==> src/rtl/ps_params.svh <==
// register map, reset values and timing figures of the printer status block
`ifndef PS_PARAMS_SVH
`define PS_PARAMS_SVH
`define PS_CLK_HZ      20000000
`define PS_HOLD_MS     500
`define PS_FLUSH_MS    5000
`define PS_VALVE_HZ    300
`define PS_FLASH_HZ    2
`define PS_ENC_LOSS_MS 100
`define PS_SCLK_HZ     1000000
`define PS_STEP_CYC    16
`define PS_COL_BITS    18
`define PS_COL_OFS     8'h00
`define PS_SPEED_OFS   8'h04
`define PS_RETRIP_OFS  8'h08
`define PS_STAT_OFS    8'h0c
`define PS_COL_RST     18'h00000
`define PS_SPEED_RST   16'h0000
`define PS_RETRIP_RST  16'h0000
`endif

==> src/rtl/ps_pkg.sv <==
// types shared by the printer status block
package ps_pkg;
  typedef enum logic [6:0] {
    ST_ALL   = 7'h01,
    ST_MEM   = 7'h02,
    ST_ROM1  = 7'h04,
    ST_ROM2  = 7'h08,
    ST_INIT  = 7'h10,
    ST_TIMER = 7'h20,
    ST_DONE  = 7'h40
  } test_e;
  typedef logic [3:0] led_t;
endpackage

==> src/rtl/ps_column_shift.sv <==
// serial column loader: shifts one column into the heads, then latches
`timescale 1ns/1ps
`include "ps_params.svh"
`default_nettype none
module ps_column_shift #(
  parameter int BITS = `PS_COL_BITS
) (
  input  wire logic            clk_i,
  input  wire logic            rst_i,
  input  wire logic            tick_i,
  input  wire logic            start_i,
  input  wire logic [BITS-1:0] data_i,
  output logic                 sclk_o,
  output logic                 sdata_o,
  output logic                 latch_o,
  output logic                 busy_o
);
  logic [BITS-1:0] sh_ff;
  logic [5:0]      pulses_ff;
  logic            busy_ff;
  logic            high_ff;
  logic            latch_ff;
  wire             load = start_i && !busy_ff;
  wire             shifting = busy_ff && pulses_ff != 6'h00;

  always_ff @(posedge clk_i or posedge rst_i) begin
    if (rst_i) begin
      sh_ff     <= '0;
      pulses_ff <= 6'h00;
      busy_ff   <= 1'b0;
      high_ff   <= 1'b0;
      latch_ff  <= 1'b0;
    end else if (load) begin
      sh_ff     <= data_i;
      pulses_ff <= 6'(BITS);
      busy_ff   <= 1'b1;
    end else if (tick_i && shifting) begin
      high_ff <= !high_ff;
      if (high_ff) begin
        sh_ff     <= {sh_ff[BITS-2:0], 1'b0};
        pulses_ff <= pulses_ff - 6'h01;
      end
    end else if (tick_i && busy_ff) begin
      latch_ff <= !latch_ff;
      busy_ff  <= !latch_ff;
    end
  end

  assign sclk_o  = high_ff;
  assign sdata_o = sh_ff[BITS-1];
  assign latch_o = latch_ff;
  assign busy_o  = busy_ff;
endmodule // ps_column_shift
`default_nettype wire

==> src/rtl/ps_status.sv <==
// printer logic board: indicators, self-test, flush timing, print column
// How it works
// - purge press toggles every valve drive at 300 Hz for 5 s.
// - low accumulator pressure lights the ink alarm LED.
// - during flush, flush and ink LEDs flash alternately; encoder LEDs normal.
// - yellow when encoder pulses absent, green when present.
// - self-test runs after power-up and after every reset press.
// - first step lights all four LEDs for half a second.
// - memory step shows off/yellow/red/red; green stays off afterwards.
// - first code check off/off/red/red, second off/off/off/red.
// - init step shows off/yellow/red/off, held if it fails.
// - timer interrupt step shows off/yellow/off/red.
// - end shows yellow until encoder pulses switch it to green.
// - ink-out flashes third LED, fourth off, first two encoder status.
// - reset press clears the registers and working state.
// - one column is shifted with exactly 18 serial clock pulses.
// - data latch follows the shifted column.
// - print request pulses whenever a column is ready to print.
// - jumper picks external encoder or internal fixed-rate pulses.
// - jumper picks external sensor or simulated repeating trigger.
// - printing starts a thumbwheel count of encoder pulses after the edge.
`timescale 1ns/1ps
`include "ps_params.svh"
`default_nettype none
module ps_status import ps_pkg::*; #(
  parameter int HEADS     = 4,
  parameter int DLY_W     = 12,
  parameter int HOLD_CYC  = `PS_CLK_HZ / 1000 * `PS_HOLD_MS,
  parameter int FLUSH_CYC = `PS_CLK_HZ / 1000 * `PS_FLUSH_MS,
  parameter int VALVE_CYC = `PS_CLK_HZ / (2 * `PS_VALVE_HZ),
  parameter int FLASH_CYC = `PS_CLK_HZ / (2 * `PS_FLASH_HZ),
  parameter int LOSS_CYC  = `PS_CLK_HZ / 1000 * `PS_ENC_LOSS_MS,
  parameter int MS_CYC    = `PS_CLK_HZ / 1000
) (
  input  wire logic             CLK_SYS_I,
  input  wire logic             SYS_RST_I,
  input  wire logic             HSEL_I,
  input  wire logic [31:0]      HADDR_I,
  input  wire logic [1:0]       HTRANS_I,
  input  wire logic             HWRITE_I,
  input  wire logic [2:0]       HSIZE_I,
  input  wire logic [31:0]      HWDATA_I,
  input  wire logic             HREADY_I,
  output logic      [31:0]      HRDATA_O,
  output logic                  HREADYOUT_O,
  output logic                  HRESP_O,
  input  wire logic             LINE_SPEED_PULSES_I,
  input  wire logic             PRODUCT_DETECT_N_I,
  input  wire logic             INK_ALARM_I,
  input  wire logic             PURGE_SW_I,
  input  wire logic             RESET_SW_I,
  input  wire logic             SPEED_SOURCE_JUMPER_I,
  input  wire logic             SIMULATED_TRIGGER_SELECT_I,
  input  wire logic [DLY_W-1:0] DELAY_SW_I,
  input  wire logic [4:0]       STEP_FAIL_I,
  output logic                  LED_RUN_O,
  output logic                  LED_STOP_O,
  output logic                  LED_INK_O,
  output logic                  LED_FLUSH_O,
  output logic      [HEADS-1:0] VALVE_O,
  output logic                  PRINT_REQUEST_PULSE_O,
  output logic                  SERIAL_PRINT_BITS_O,
  output logic                  SERIAL_CLK_O,
  output logic                  DATA_LATCH_O
);
  // seven single pins, five step-fail pins, then the thumbwheels
  localparam int SW = DLY_W + 12;
  localparam int STEP_CYC = `PS_STEP_CYC;
  localparam int SCLK_CYC = `PS_CLK_HZ / (2 * `PS_SCLK_HZ);

  // pins from outside: two flops before any logic looks at them
  logic [SW-1:0] meta_ff;
  logic [SW-1:0] sync_ff;
  logic [3:0]    prev_ff;
  wire  [SW-1:0] pins = {DELAY_SW_I, STEP_FAIL_I, SIMULATED_TRIGGER_SELECT_I,
                         SPEED_SOURCE_JUMPER_I, INK_ALARM_I, RESET_SW_I,
                         PURGE_SW_I, PRODUCT_DETECT_N_I, LINE_SPEED_PULSES_I};
  always_ff @(posedge CLK_SYS_I or posedge SYS_RST_I) begin
    if (SYS_RST_I) begin
      meta_ff <= '0;
      sync_ff <= '0;
      prev_ff <= 4'h0;
    end else begin
      meta_ff <= pins;
      sync_ff <= meta_ff;
      prev_ff <= sync_ff[3:0];
    end
  end
  wire             enc_pin   = sync_ff[0];
  wire             product_detect_input_n   = sync_ff[1];
  wire             ink_low   = sync_ff[4];
  wire             int_speed = sync_ff[5];
  wire             sim_print_request_pulse  = sync_ff[6];
  wire [4:0]       step_fail = sync_ff[11:7];
  wire [DLY_W-1:0] delay_sw  = sync_ff[SW-1:12];
  wire ext_enc_rise = enc_pin && !prev_ff[0];
  wire ext_trip     = !product_detect_input_n && prev_ff[1];
  wire purge_press  = sync_ff[2] && !prev_ff[2];
  wire soft_clr     = sync_ff[3] && !prev_ff[3];

  // registers
  logic [`PS_COL_BITS-1:0] col_ff;
  logic [15:0]             speed_ff;
  logic [15:0]             retrip_ff;
  logic [7:0]              addr_ff;
  logic                    wr_ff;
  logic [31:0]             rdata_ff;
  logic [31:0]             stat_w;
  wire addr_phase = HSEL_I && HTRANS_I[1] && HREADY_I;
  wire [7:0] a_ofs = {HADDR_I[7:2], 2'b00};
  wire hit_col    = addr_ff == `PS_COL_OFS;
  wire hit_speed  = addr_ff == `PS_SPEED_OFS;
  wire hit_retrip = addr_ff == `PS_RETRIP_OFS;
  wire in_map     = HADDR_I[31:8] == 24'h000000;
  wire [31:0] rd_mux =
    !in_map                   ? 32'h00000000 :
    a_ofs == `PS_COL_OFS      ? {14'h0000, col_ff} :
    a_ofs == `PS_SPEED_OFS    ? {16'h0000, speed_ff} :
    a_ofs == `PS_RETRIP_OFS   ? {16'h0000, retrip_ff} :
    a_ofs == `PS_STAT_OFS     ? stat_w : 32'h00000000;

  always_ff @(posedge CLK_SYS_I or posedge SYS_RST_I) begin
    if (SYS_RST_I) begin
      addr_ff  <= 8'hff;
      wr_ff    <= 1'b0;
      rdata_ff <= 32'h00000000;
    end else begin
      wr_ff    <= addr_phase && HWRITE_I && in_map;
      addr_ff  <= a_ofs;
      if (addr_phase && !HWRITE_I)
        rdata_ff <= rd_mux;
    end
  end

  always_ff @(posedge CLK_SYS_I or posedge SYS_RST_I) begin
    if (SYS_RST_I) begin
      col_ff    <= `PS_COL_RST;
      speed_ff  <= `PS_SPEED_RST;
      retrip_ff <= `PS_RETRIP_RST;
    end else if (soft_clr) begin
      col_ff    <= `PS_COL_RST;
      speed_ff  <= `PS_SPEED_RST;
      retrip_ff <= `PS_RETRIP_RST;
    end else if (wr_ff) begin
      if (hit_col)
        col_ff <= HWDATA_I[`PS_COL_BITS-1:0];
      if (hit_speed)
        speed_ff <= HWDATA_I[15:0];
      if (hit_retrip)
        retrip_ff <= HWDATA_I[15:0];
    end
  end
  assign HRDATA_O    = rdata_ff;
  assign HREADYOUT_O = 1'b1;
  assign HRESP_O     = 1'b0;

  // self-test sequencer
  test_e       test_ff;
  test_e       nxt_test;
  logic [31:0] step_cnt_ff;
  logic        halted_ff;
  wire [31:0] step_len = test_ff == ST_ALL ? 32'(HOLD_CYC) : 32'(STEP_CYC);
  wire        step_end = test_ff != ST_DONE && !halted_ff
                         && step_cnt_ff == step_len - 32'h1;
  logic       step_bad;
  always_comb begin
    nxt_test = test_ff;
    step_bad = 1'b0;
    unique case (test_ff)
      ST_ALL:   nxt_test = ST_MEM;
      ST_MEM:   begin nxt_test = ST_ROM1;  step_bad = step_fail[0]; end
      ST_ROM1:  begin nxt_test = ST_ROM2;  step_bad = step_fail[1]; end
      ST_ROM2:  begin nxt_test = ST_INIT;  step_bad = step_fail[2]; end
      ST_INIT:  begin nxt_test = ST_TIMER; step_bad = step_fail[3]; end
      ST_TIMER: begin nxt_test = ST_DONE;  step_bad = step_fail[4]; end
      ST_DONE:  nxt_test = ST_DONE;
    endcase
  end
  always_ff @(posedge CLK_SYS_I or posedge SYS_RST_I) begin
    if (SYS_RST_I) begin
      test_ff     <= ST_ALL;
      step_cnt_ff <= 32'h0;
      halted_ff   <= 1'b0;
    end else if (soft_clr) begin
      test_ff     <= ST_ALL;
      step_cnt_ff <= 32'h0;
      halted_ff   <= 1'b0;
    end else if (step_end) begin
      halted_ff   <= step_bad;
      test_ff     <= step_bad ? test_ff : nxt_test;
      step_cnt_ff <= 32'h0;
    end else if (test_ff != ST_DONE && !halted_ff) begin
      step_cnt_ff <= step_cnt_ff + 32'h1;
    end
  end
  wire done = test_ff == ST_DONE;

  // slow flash phase and millisecond tick
  logic [31:0] flash_cnt_ff;
  logic        flash_ff;
  logic [31:0] ms_cnt_ff;
  wire         ms_tick = ms_cnt_ff == 32'(MS_CYC - 1);
  always_ff @(posedge CLK_SYS_I or posedge SYS_RST_I) begin
    if (SYS_RST_I) begin
      flash_cnt_ff <= 32'h0;
      flash_ff     <= 1'b0;
      ms_cnt_ff    <= 32'h0;
    end else begin
      flash_cnt_ff <= flash_cnt_ff == 32'(FLASH_CYC - 1) ? 32'h0
                    : flash_cnt_ff + 32'h1;
      if (flash_cnt_ff == 32'(FLASH_CYC - 1))
        flash_ff <= !flash_ff;
      ms_cnt_ff <= ms_tick ? 32'h0 : ms_cnt_ff + 32'h1;
    end
  end

  // line speed source and encoder presence
  logic [15:0] gen_cnt_ff;
  logic [31:0] loss_cnt_ff;
  logic        present_ff;
  wire gen_tick = speed_ff != 16'h0000 && gen_cnt_ff == speed_ff - 16'h1;
  wire enc_tick = int_speed ? gen_tick : ext_enc_rise;
  always_ff @(posedge CLK_SYS_I or posedge SYS_RST_I) begin
    if (SYS_RST_I) begin
      gen_cnt_ff  <= 16'h0;
      loss_cnt_ff <= 32'h0;
      present_ff  <= 1'b0;
    end else begin
      gen_cnt_ff <= gen_tick || speed_ff == 16'h0000 ? 16'h0
                  : gen_cnt_ff + 16'h1;
      if (enc_tick) begin
        loss_cnt_ff <= 32'h0;
        present_ff  <= 1'b1;
      end else if (loss_cnt_ff == 32'(LOSS_CYC - 1)) begin
        present_ff  <= 1'b0;
      end else begin
        loss_cnt_ff <= loss_cnt_ff + 32'h1;
      end
    end
  end

  // product detection, print delay and column dispatch
  logic [15:0]      retrip_cnt_ff;
  logic [DLY_W-1:0] dly_ff;
  logic             waiting_ff;
  logic             print_request_pulse_ff;
  logic             sclk_tick;
  logic [7:0]       sclk_cnt_ff;
  logic             shift_busy;
  wire sim_tick = retrip_ff != 16'h0000 && ms_tick
                  && retrip_cnt_ff == retrip_ff - 16'h1;
  wire product_edge = sim_print_request_pulse ? sim_tick : ext_trip;
  wire fire = done && waiting_ff && dly_ff == '0 && !shift_busy;
  assign sclk_tick = sclk_cnt_ff == 8'(SCLK_CYC - 1);
  always_ff @(posedge CLK_SYS_I or posedge SYS_RST_I) begin
    if (SYS_RST_I) begin
      retrip_cnt_ff <= 16'h0;
      dly_ff        <= '0;
      waiting_ff    <= 1'b0;
      print_request_pulse_ff       <= 1'b0;
      sclk_cnt_ff   <= 8'h0;
    end else begin
      sclk_cnt_ff <= sclk_tick ? 8'h0 : sclk_cnt_ff + 8'h1;
      if (ms_tick)
        retrip_cnt_ff <= sim_tick || retrip_ff == 16'h0000 ? 16'h0
                       : retrip_cnt_ff + 16'h1;
      print_request_pulse_ff <= fire;
      if (soft_clr) begin
        waiting_ff <= 1'b0;
      end else if (product_edge && done) begin
        dly_ff     <= delay_sw;
        waiting_ff <= 1'b1;
      end else if (fire) begin
        waiting_ff <= 1'b0;
      end else if (waiting_ff && enc_tick && dly_ff != '0) begin
        dly_ff <= dly_ff - {{(DLY_W-1){1'b0}}, 1'b1};
      end
    end
  end
  assign PRINT_REQUEST_PULSE_O = print_request_pulse_ff;

  ps_column_shift #(
    .BITS (`PS_COL_BITS)
  ) u_shift (
    .clk_i   (CLK_SYS_I),
    .rst_i   (SYS_RST_I),
    .tick_i  (sclk_tick),
    .start_i (print_request_pulse_ff),
    .data_i  (col_ff),
    .sclk_o  (SERIAL_CLK_O),
    .sdata_o (SERIAL_PRINT_BITS_O),
    .latch_o (DATA_LATCH_O),
    .busy_o  (shift_busy)
  );

  // flush cycle
  logic        flushing_ff;
  logic [31:0] flush_cnt_ff;
  logic [31:0] valve_cnt_ff;
  logic        valve_ff;
  wire valve_flip = valve_cnt_ff == 32'(VALVE_CYC - 1);
  always_ff @(posedge CLK_SYS_I or posedge SYS_RST_I) begin
    if (SYS_RST_I) begin
      flushing_ff  <= 1'b0;
      flush_cnt_ff <= 32'h0;
      valve_cnt_ff <= 32'h0;
      valve_ff     <= 1'b0;
    end else if (soft_clr) begin
      flushing_ff <= 1'b0;
      valve_ff    <= 1'b0;
    end else if (!flushing_ff) begin
      flushing_ff  <= purge_press && done;
      flush_cnt_ff <= 32'h0;
      valve_cnt_ff <= 32'h0;
    end else begin
      // 300 Hz for the flush time
      flush_cnt_ff <= flush_cnt_ff + 32'h1;
      valve_cnt_ff <= valve_flip ? 32'h0 : valve_cnt_ff + 32'h1;
      valve_ff     <= valve_flip ? !valve_ff : valve_ff;
      if (flush_cnt_ff == 32'(FLUSH_CYC - 1)) begin
        flushing_ff <= 1'b0;
        valve_ff    <= 1'b0;
      end
    end
  end
  assign VALVE_O = {HEADS{valve_ff}};

  // indicators: green, yellow, ink red, flush red
  led_t leds;
  wire led_t test_leds =
    test_ff == ST_ALL  ? 4'hf : test_ff == ST_MEM   ? 4'h7 :
    test_ff == ST_ROM1 ? 4'h3 : test_ff == ST_ROM2  ? 4'h1 :
    test_ff == ST_INIT ? 4'h6 : test_ff == ST_TIMER ? 4'h5 : 4'h4;
  wire led_t run_leds = {present_ff, !present_ff,
                         (flushing_ff || ink_low) && flash_ff,
                         flushing_ff && !flash_ff};
  assign leds        = done ? run_leds : test_leds;
  assign LED_RUN_O   = leds[3];
  assign LED_STOP_O  = leds[2];
  assign LED_INK_O   = leds[1];
  assign LED_FLUSH_O = leds[0];
  assign stat_w = {15'h0000, halted_ff, 1'b0, test_ff, flushing_ff,
                   present_ff, shift_busy, waiting_ff, leds};
endmodule // ps_status
`default_nettype wire

==> config.mk <==
export PLATFORM = sky130hd
export DESIGN_NAME = ps_status
export DESIGN_NICKNAME = d
export VERILOG_FILES = /design/src/rtl/ps_pkg.sv /design/src/rtl/ps_column_shift.sv /design/src/rtl/ps_status.sv
export VERILOG_INCLUDE_DIRS = /design/src /design/src/rtl
export SDC_FILE = /design/constraint.sdc
export NUM_CORES = 1
export LEC_CHECK = 0
export ABC_AREA = 1
export BUFFER_PORTS_ARGS = -buffer_cell sky130_fd_sc_hd__buf_4
export CORE_ASPECT_RATIO = 0.9
export CORE_MARGIN = 3
export CORE_UTILIZATION = 50
export DETAILED_ROUTE_END_ITERATION = 16
export GPL_ROUTABILITY_DRIVEN = 0
export PLACE_DENSITY = 0.7
export SLEW_MARGIN = 20
export SYNTH_ARGS = -nofsm -noshare
export SYNTH_HDL_FRONTEND = slang
export SYNTH_SLANG_ARGS = --single-unit
==> constraint.sdc <==
create_clock -name CLK_SYS_I -period 36.2 [get_ports CLK_SYS_I]
set_input_delay 3.62 -clock CLK_SYS_I [delete_from_list [all_inputs] [get_ports CLK_SYS_I]]
set_output_delay 3.62 -clock CLK_SYS_I [all_outputs]
set_load 0.01 [all_outputs]
# [Yosys cells after proc, flatten, opt, wreduce, memory -nomap -nowiden]
# Cells that the tools add are included.
[totals] regBits=428 in_bits=98 output_inout_bits=46 elab_cells=220
[op_classes] addsub=14 n_eq_ne=26 mux=68 bitwise=3 n_reduce_logical=77
[ops] operator="$mux W32" count=10
[ops] operator="$add A32 B1 Y32 const B" count=6
[ops] operator="$mux W18" count=8
[ops] operator="$mux W16" count=8
[ops] operator="$mux W17" count=3
[ops] operator="$pmux W7 S6" count=1
[ops] operator="$mux W12" count=3
[ops] operator="$add A16 B1 Y16 const B" count=2
[ops] operator="$eq A16 B16 Y1" count=2
[ops] operator="$eq A32 B15 Y1 const B" count=1
[ops] operator="$eq A32 B16 Y1 const B" count=1
[ops] operator="$eq A32 B21 Y1 const B" count=1
[ops] operator="$eq A32 B23 Y1 const B" count=1
[ops] operator="$eq A32 B27 Y1 const B" count=1
[ops] operator="$eq A32 B32 Y1" count=1
[ops] operator="$logic_not A16 Y1" count=2
[ops] operator="$reduce_bool A16 Y1" count=2
[ops] operator="$sub A16 B1 Y16 const B" count=2
[ops] operator="$logic_and A1 B1 Y1" count=27
[ops] operator="$sub A24 B1 Y25 const B" count=1
[ops] operator="$logic_not A24 Y1" count=1
[ops] operator="$mux W24" count=1
[ops] operator="$reduce_bool A2 Y1" count=11
[ops] operator="$mux W7" count=3
[ops] operator="other kinds (35)" count=89

# [Logic depth before layout (Yosys ltp)]
# Gate-level depths: netlist of run 1.
[depth] depth_word=13 mapped_depth=20 depth_no_buf=19

# [By module]
# A second synthesis of run 1 with hierarchy kept.
[unflattened] cells_unflattened=2865 hier_area_um2=22482.8
[modules_own_cells] module="ps_status" instances=1 cells_per_inst=2667 area_per_inst_um2=20930.1 seq_area_each_um2=9669.3
[modules_own_cells] module="ps_column_shift" instances=1 cells_per_inst=198 area_per_inst_um2=1552.7 seq_area_each_um2=675.6

# [Least setup slack after synthesis of run 1]
# Ideal clock, no wire load.
[synth_path] path_type="reg-to-output" from="reg test_ff[3]" to="out LED_INK_O" arrival_time_ps=1408 required_ps=32580 path_slack_ps=31172 stages_incl_launch_ff=8 path_buffers=0 path_cell_list="dfrtp_1 nor2_1 nand2_1 nor3_2 inv_1 nand3_1 nor3_1 a21oi_1"
[synth_via] elab_chain_len=7 elab_cells_between_ends=12 cone_classes="eq/ne: 6; mux: 6"
[synth_rtl] item="start: declaration" line_no="ps_status.sv:158" rtl="test_e test_ff;"
[synth_rtl] item="start signal: assignment" line_no="ps_status.sv:190" rtl="test_ff <= step_bad ? test_ff : nxt_test;"
[synth_rtl] item="$eq A7 B5 Y1" line_no="ps_status.sv:333" rtl="test_ff == ST_INIT ? 4'h6 : test_ff == ST_TIMER ? 4'h5 : 4'h4;"
[synth_rtl] item="$mux W2" line_no="ps_status.sv:333"
[synth_rtl] item="$mux W3 (2 in series)" line_no="ps_status.sv:332" rtl="test_ff == ST_ROM1 ? 4'h3 : test_ff == ST_ROM2 ? 4'h1 :"
[synth_rtl] item="$mux W3" line_no="ps_status.sv:331" rtl="test_ff == ST_ALL ? 4'hf : test_ff == ST_MEM ? 4'h7 :"
[synth_rtl] item="$mux W4" line_no="ps_status.sv:331"
[synth_rtl] item="$mux W4 (*)" line_no="ps_status.sv:337" rtl="assign leds = done ? run_leds : test_leds;"
[synth_rtl] item="end: declaration" line_no="ps_status.sv:58" rtl="output logic LED_INK_O,"
# Mark *: on every way between the ends. The rest lies on a longest branch, timed or not.

# [Worst setup path after layout of run 1]
# Same ends and word-level chain as after synthesis.

==> run summary, run 1 <==
CLOCK TREE
------------------------------------------------------------------------------------------------------
Hold bufs inserted after CTS                                                                         0
Setup Buffers After CTS                                                                              0
Resize count post-CTS                                                                                0
Root Driver                                                                                  clkbuf_16
CTS buffer count                                                                                    45
TritonCTS clock tree                                                                               yes
Number of sinks on the clock net                                                                   413
Clock Latency Late Sink                                                                        0.58 ns
Buffers from clock root to sink, at most                                                             3
Clock transition at the register clock pins on the worst setup and hold paths after CTS        0.06 ns
Number of H-tree branching levels                                                                    2

PLACEMENT
------------------------------------------------------------------------------------------------------
Setup Slack @ Placement                                                                       30.02 ns
Port buffer count                                                                                  107
DP Wirelength                                                                                 39.84 mm

SYNTH
------------------------------------------------------------------------------------------------------
Cell area after synthesis                                                                   22,130 um2
Async S/R FF share, synth                                                                       100.0%
YS warnings                                                                                          0
Distinct cell type count after synthesis                                                            57
Proportion of synthesized chip area in sequential cells                                         46.74%
Most frequent cell after synthesis                                                             nand2_1
Synth top area share                                                                            45.79%
Mapped Avg Cell Area                                                                         7.760 um2
Ranking of synthesized cells by area                                                      dfrtp_1 46%, nand2_1 11%, nor2_1 6.0%
Number of synthesized register bits                                                                413
Dominant synthesized flop cell                                                                 dfrtp_1
Number of enable-type register cells in the synthesized netlist                                      0
Commonest cells post-synth                                                                630 x nand2_1, 405 x dfrtp_1, 354 x nor2_1
Cell taking the most area after synthesis                                                      dfrtp_1
Instance count of the mapped netlist                                                             2,852

TIMING
------------------------------------------------------------------------------------------------------
Fin. Hold Viols                                                                                      0
Post-route worst setup slack                                                                  29.68 ns
Sum of negative setup slack                                                                       0 ns
Shortest clock period the worst path allows after layout                                      6.524 ns
Transition time at the pin with the least slew margin                                         1.098 ns
Share of the clock period used by the worst path                                                18.02%
Final number of max-transition violations                                                            0
Remaining max-slew budget at the tightest pin                                                   26.11%
Final setup skew                                                                            0.02067 ns
Number of setup violations in the final report                                                       0
Unrepaired setup endpoints after global routing                                                  false
Max Clk Rate                                                                                 153.3 MHz

SETUP PATH
------------------------------------------------------------------------------------------------------
Arrival time at the worst endpoint                                                             2.90 ns
Kind of critical path                                                                     register to output pin
Critical Path Source Type                                                                     register
Critical path, cell by cell                                                               nor2_1 -> nand2_1 -> nor3_2 -> inv_1 -> nand3_1 -> nor3_1 -> a21oi_1 -> buf_4
Critical path fanouts, max                                                                           6
Slowest CP cell                                                                                dfrtp_1
Required time worst endpoint                                                                  32.58 ns
Crit. End Element                                                                           output pin
Delay of the slowest critical-path stage                                                       0.47 ns

PWR
------------------------------------------------------------------------------------------------------
Power per cell area                                                                       43.38 nW/um2
Peak VDD IR                                                                                   32.09 uV
Pwr Total                                                                                     1.085 mW
Leakage power figure                                                                          11.40 nW

FLOORPLANNING
------------------------------------------------------------------------------------------------------
Height of the die                                                                             205.6 um
Row cnt                                                                                             72
Number of primary I/O pins                                                                         144
Horizontal extent of the die                                                                  227.8 um
Core area                                                                                   43,330 um2
Effective utilization at floorplan                                                              51.08%
Die area                                                                                    46,830 um2

DRT
------------------------------------------------------------------------------------------------------
Total Routed Length                                                                           55.16 mm
Violation count after the first detailed-routing iteration                                       2,083
Detail-routed via count per cell                                                                 5.476
Number of remaining DRC errors                                                                       0
DR vias                                                                                         19.57k
Number of search-and-repair iterations in the first detailed-routing pass                            6
WL per Instance                                                                               15.44 um
DRT antenna net count                                                                                0

RUN STATUS
------------------------------------------------------------------------------------------------------
Status                                                                                    complete, no violations

GLOBAL ROUTING
------------------------------------------------------------------------------------------------------
Largest net degree at the start of global routing                                                  154
Global-route wire length before repair                                                        91.69 mm
Initial antenna violation count                                                                      0
GR Overflow Total                                                                                    0
Number of global-route vias before repair                                                       18.21k
Overall Global Routing Usage                                                                    23.48%

HOLD PATH
------------------------------------------------------------------------------------------------------
Tightest Hold Check Type                                                                  register to register

FINAL LAYOUT
------------------------------------------------------------------------------------------------------
Ant diodes                                                                                           0
Area growth syn-to-layout                                                                       12.99%
# nets final                                                                                     3,064
Ratio of cells with drive above 1 in the final layout                                           8.152%

FLOW RUN
------------------------------------------------------------------------------------------------------
Max capacitance violation total                                                                      0

power breakdown:
| group | switching, mW | internal [mW] |
|---|---|---|
| clock network | 0.191 | 0.283 |
| registers | 0.0230 | 0.481 |
| logic | 0.0673 | 0.0393 |
per-layer routing:
layer  up-vias  part of all wire (%)  track usage (%)
li1       9575                     -                -
met4         0                   2.5            7.464
met1      9261                    46            33.89
met2       641                    45            36.99
met5         -                     0                0
met3        90                   6.6            3.156
stage by stage:
| step | cells | hold WS, ns | instance area [um2] | util (%) |
|---|---|---|---|---|
| after global routing | 3573 | 0.3534 | 25010 | 57.71 |
| after floorplan | 2867 | 0.3312 | 22190 | - |
| final | 3573 | 0.3454 | 25010 | 57.71 |
| after global placement | 3494 | 0.3349 | 23440 | 54.09 |
| after detailed placement | 3494 | 0.3364 | 23440 | 54.09 |
| after CTS | 3572 | 0.3479 | 24970 | 57.63 |
layout make-up:
cell class                 count  area, um2
fill                        3940      18320
sequential                   413      10340
multi-input combinational   2027      10150
clock buffer                  59       1301
inverter                     341       1287
timing repair buffer         122      952.2
tap                          592      740.7
clock inverter                19      232.7
worst max-delay path: cells and delay by family (launching register included):
family / cells / cell delay [ns]
AO/OA/AOI/OAI: 1 / 0.42
buffers and inverters: 2 / 0.48
flip-flops: 1 / 0.47
AND/OR/NAND/NOR: 5 / 0.97
final timing paths:
path | startpoint | end | slack, ns | cells after the start
setup reg to reg | sync_ff[3] | flush_cnt_ff[18] | 32.99 | 12
hold / removal | meta_ff[6] | sync_ff[6] | 0.35 | 0
min in group asynchronous | SYS_RST_I | flash_cnt_ff[21] | 3.19 | 2
setup / recovery | test_ff[3] | LED_INK_O | 29.68 | 8
hold reg to reg | meta_ff[6] | sync_ff[6] | 0.35 | 0
max in group asynchronous | SYS_RST_I | u_shift.pulses_ff[2] | 31.11 | 4
cell usage in the layout (no fill, tap or decap), types with 16 or more instances in the layout:
cell type / n
a21oi_1: 84
a31oi_1: 23
buf_4: 119
clkbuf_16: 47
conb_1: 17
dfrtp_1: 405
ha_1: 16
inv_1: 337
nand2_1: 629
nand3_1: 166
nand4_1: 83
nor2_1: 354
nor3_1: 118
nor4_1: 74
o21ai_0: 171
xnor2_1: 30
xor2_1: 102
kinds of logic after synthesis:
logic type	count (synthesis)	synth area share [%]
adder cells (fa/ha/maj)	16	0.9045
flip-flops	413	46.74
other	2	0.03393
XOR/XNOR	132	5.224
AO/OA/AOI/OAI	364	9.311
buffers and inverters	427	7.773
AND/OR/NAND/NOR	1498	30.01
flip-flops by register name, indices dropped and copies added, names as in the netlist, 4 cells and up:
signal,flops
flash_cnt_ff,32
flush_cnt_ff,32
loss_cnt_ff,32
ms_cnt_ff,32
step_cnt_ff,32
valve_cnt_ff,32
meta_ff,24
sync_ff,24
HRDATA_O,18
col_ff,18
u_shift.sh_ff,18
gen_cnt_ff,16
retrip_cnt_ff,16
retrip_ff,16
speed_ff,16
dly_ff,12
sclk_cnt_ff,8
addr_ff,7
test_ff,7
u_shift.pulses_ff,6
prev_ff,4
Note: power is estimated with default switching activity, not from simulation.
==> run 2, diff against run 1 <==
Settings changed: PLACE_DENSITY 0.7 to 0.72.
Clock period 36.2 ns to 6 ns, I/O delays scaled along.
==> run 2 against run 1 <==
Die area unchanged. Register-to-register slack got worse by 30 ns. Critical endpoint unchanged. Final area about the same. Non-clock buffer count decreased by 3. Global-route usage decreased by 0.13 points. Combinational power increased to 6.0 times the previous value. Largest power group unchanged. Highest routed layer unchanged. Cell count unchanged. First-iteration DRC count decreased by 17%. Sequential power increased to 6.1 times the previous value.
==> run summary, run 2 (synthesized netlist as in run 1, its figures left out) <==
CLOCK TREE
------------------------------------------------------------------------------------------------------
Root Driver                                                                                  clkbuf_16
Hold bufs inserted after CTS                                                                         0   unchanged
CTS buffer count                                                                                    45   unchanged
Buffers from clock root to sink, at most                                                             3   unchanged
Number of H-tree branching levels                                                                    2   unchanged
Resize count post-CTS                                                                                0   unchanged
Setup Buffers After CTS                                                                              0   unchanged
Clock transition at the register clock pins on the worst setup and hold paths after CTS        0.06 ns   about the same
TritonCTS clock tree                                                                               yes
Number of sinks on the clock net                                                                   413   unchanged
Clock Latency Late Sink                                                                        0.58 ns   about the same

FINAL LAYOUT
------------------------------------------------------------------------------------------------------
# nets final                                                                                     3,061   -0.098%
Area of the multi-input gates                                                               10,150 um2   about the same
Final cell count without fillers                                                                 3,573   unchanged
Storage cell area                                                                           10,340 um2   unchanged
Ratio of cells with drive above 1 in the final layout                                           8.118%   -0.034 points
Ant diodes                                                                                           0   unchanged
Commonest non-fill, non-tap cell in the layout                                                 nand2_1
Fill cell count                                                                                  3,905   -0.89%
Top library cells by usage in the layout, fill and taps aside                             629 x nand2_1, 405 x dfrtp_1, 353 x nor2_1, 337 x inv_1, 171 x o21ai_0
Finished Cell Area                                                                          25,030 um2   about the same
Area growth syn-to-layout                                                                       13.07%   about the same

PWR
------------------------------------------------------------------------------------------------------
P_int                                                                                         4.944 mW   +520%
Fraction of power spent switching nets                                                          25.37%   -0.58 points
Clk network pwr share                                                                            44.3%   +0.6 points
Leakage power figure                                                                          11.40 nW   about the same
Sequential group share of total power                                                            46.0%   -0.5 points
Gate power share                                                                                  9.7%   about the same
Pwr Total                                                                                     6.626 mW   +510%
Peak VDD IR                                                                                   230.9 uV   +620%
NetSw                                                                                         1.681 mW   +500%
Power per cell area                                                                       264.8 nW/um2   +510%

DRT
------------------------------------------------------------------------------------------------------
DR vias                                                                                         19.69k   +0.64%
Number of remaining DRC errors                                                                       0   unchanged
Violation count after the first detailed-routing iteration                                       1,736   -17%
Detail-routed via count per cell                                                                 5.511   +0.64%
DRT antenna net count                                                                                0   unchanged
WL per Instance                                                                               15.50 um   +0.42%
Total Routed Length                                                                           55.39 mm   +0.42%
Number of search-and-repair iterations in the first detailed-routing pass                            5   -1

PLACEMENT
------------------------------------------------------------------------------------------------------
DP Wirelength                                                                                 40.26 mm   +1.0%
Cell area after placement                                                                   23,430 um2   about the same
Port buffer count                                                                                  107   unchanged
Cell total after placement                                                                       3,492   -0.057%

GLOBAL ROUTING
------------------------------------------------------------------------------------------------------
Number of global-route vias before repair                                                       18.58k   +2.0%
Largest net degree at the start of global routing                                                  176   +14%
Initial antenna violation count                                                                      0   unchanged
Overall Global Routing Usage                                                                    23.35%   -0.13 points
GR Overflow Total                                                                                    0   unchanged
Global-route wire length before repair                                                        91.34 mm   -0.38%

SETUP PATH
------------------------------------------------------------------------------------------------------
Depth of the most critical reg-to-reg path                                                          10   -2
CP Capture Point                                                                             LED_INK_O
Minimum setup slack among reg-to-reg paths                                                     2.79 ns   -30.20 ns
Arrival time at the worst endpoint                                                             2.97 ns   +0.07 ns
Critical Path Source Type                                                                     register
Crit. Startpoint                                                                            test_ff[3]
Kind of critical path                                                                     register to output pin
Crit. End Element                                                                           output pin
Critical path fanouts, max                                                                           6   unchanged
Required time worst endpoint                                                                   5.40 ns   -27.18 ns
Worst r2r src                                                                               test_ff[3]
Endpoint of the worst register-to-register path                                              dly_ff[2]

TIMING
------------------------------------------------------------------------------------------------------
Shortest clock period the worst path allows after layout                                      3.574 ns
Max Clk Rate                                                                                 279.8 MHz
Final setup skew                                                                            0.03291 ns   +0.01224 ns
Final number of max-transition violations                                                            0   unchanged
Remaining max-slew budget at the tightest pin                                                   28.03%   +1.9 points
Transition time at the pin with the least slew margin                                         1.072 ns   -0.02589 ns
Fin. Hold Viols                                                                                      0   unchanged
Share of the clock period used by the worst path                                                59.57%
Unrepaired setup endpoints after global routing                                                  false
Number of setup violations in the final report                                                       0   unchanged
Tightest hold margin                                                                         0.1136 ns   -0.2318 ns

FLOORPLANNING
------------------------------------------------------------------------------------------------------
Core area                                                                                   43,330 um2   unchanged
Row cnt                                                                                             72   unchanged
Die area                                                                                    46,830 um2   unchanged
Horizontal extent of the die                                                                  227.8 um   unchanged
Height of the die                                                                             205.6 um   unchanged
Number of primary I/O pins                                                                         144   unchanged
Effective utilization at floorplan                                                              51.08%   unchanged

FLOW RUN
------------------------------------------------------------------------------------------------------
Max capacitance violation total                                                                      0   unchanged

RUN STATUS
------------------------------------------------------------------------------------------------------
Status                                                                                    complete, no violations

HOLD PATH
------------------------------------------------------------------------------------------------------
Tightest Hold Check Type                                                                  primary input to async pin

run 2: changes by cell type in the layout (fill, tap and decap cells not counted), sizes merged:
| cell | previous run | this run |
|---|---|---|
| buf | 122 | 119 |
| clkbuf | 59 | 60 |
| clkinvlp | 2 | 3 |
| bufinv | 4 | 7 |
| inv | 341 | 337 |
| clkinv | 13 | 15 |
run 2: worst min path at each step:
stage / from / to / slack, ns / depth (start not counted)
after floorplan: meta_ff[0] / sync_ff[0] / 0.33 / 0
after global placement: meta_ff[0] / sync_ff[0] / 0.33 / 0
after detailed placement: meta_ff[16] / sync_ff[16] / 0.34 / 0
after CTS: SYS_RST_I / flash_cnt_ff[16] / 0.1 / 2
after global routing: STEP_FAIL_I[4] / meta_ff[11] / 0.12 / 1
final: SYS_RST_I / flash_cnt_ff[15] / 0.11 / 2
run 2: layout make-up:
| type | count | share of cell area [%] |
|---|---|---|
| sequential | 413 | 41.34 |
| timing repair buffer | 119 | 3.670 |
| tap | 592 | 2.960 |
| clock inverter | 21 | 1.200 |
| clock buffer | 60 | 5.130 |
| inverter | 341 | 5.130 |
| multi-input combinational | 2027 | 40.57 |
run 2: critical path: stages, from the launching register on:
cell and delay, ns:
dfrtp_1 0.47, nor2_1 0.22, nand2_1 0.12, nor3_2 0.40, inv_1 0.27, nand3_1 0.15, nor3_1 0.06, a21oi_1 0.48
buf_4 0.22
run 2: per-stage QoR:
step	util, %	setup TNS [ns]	worst slack, ns
after global routing	57.75	0	2.274
after detailed placement	54.07	0	2.655
after global placement	54.07	0	2.724
after floorplan	-	-65.23	-0.1611
after CTS	57.73	0	2.393
final	57.75	0	2.426
run 2: metal layers:
metal / wire [um] / track usage, % / vias up
li1: - / - / 9577
met5: 0 / 0 / -
met3: 3627 / 3.405 / 106
met4: 1474 / 7.827 / 0
met1: 25130 / 32.60 / 9360
met2: 25160 / 37.65 / 649
run 2: power by group through the flow:
| stage | clock network [mW] | logic [mW] | registers, mW |
|---|---|---|---|
| 2_1_floorplan | 0 | 0.470 | 3.04 |
| 3_3_place_gp | 0 | 0.622 | 3.08 |
| 3_5_place_dp | 0 | 0.644 | 3.09 |
| 4_1_cts | 3.01 | 0.646 | 3.04 |
| 5_1_grt | 3.12 | 0.733 | 3.06 |
| 6_report | 2.94 | 0.643 | 3.05 |
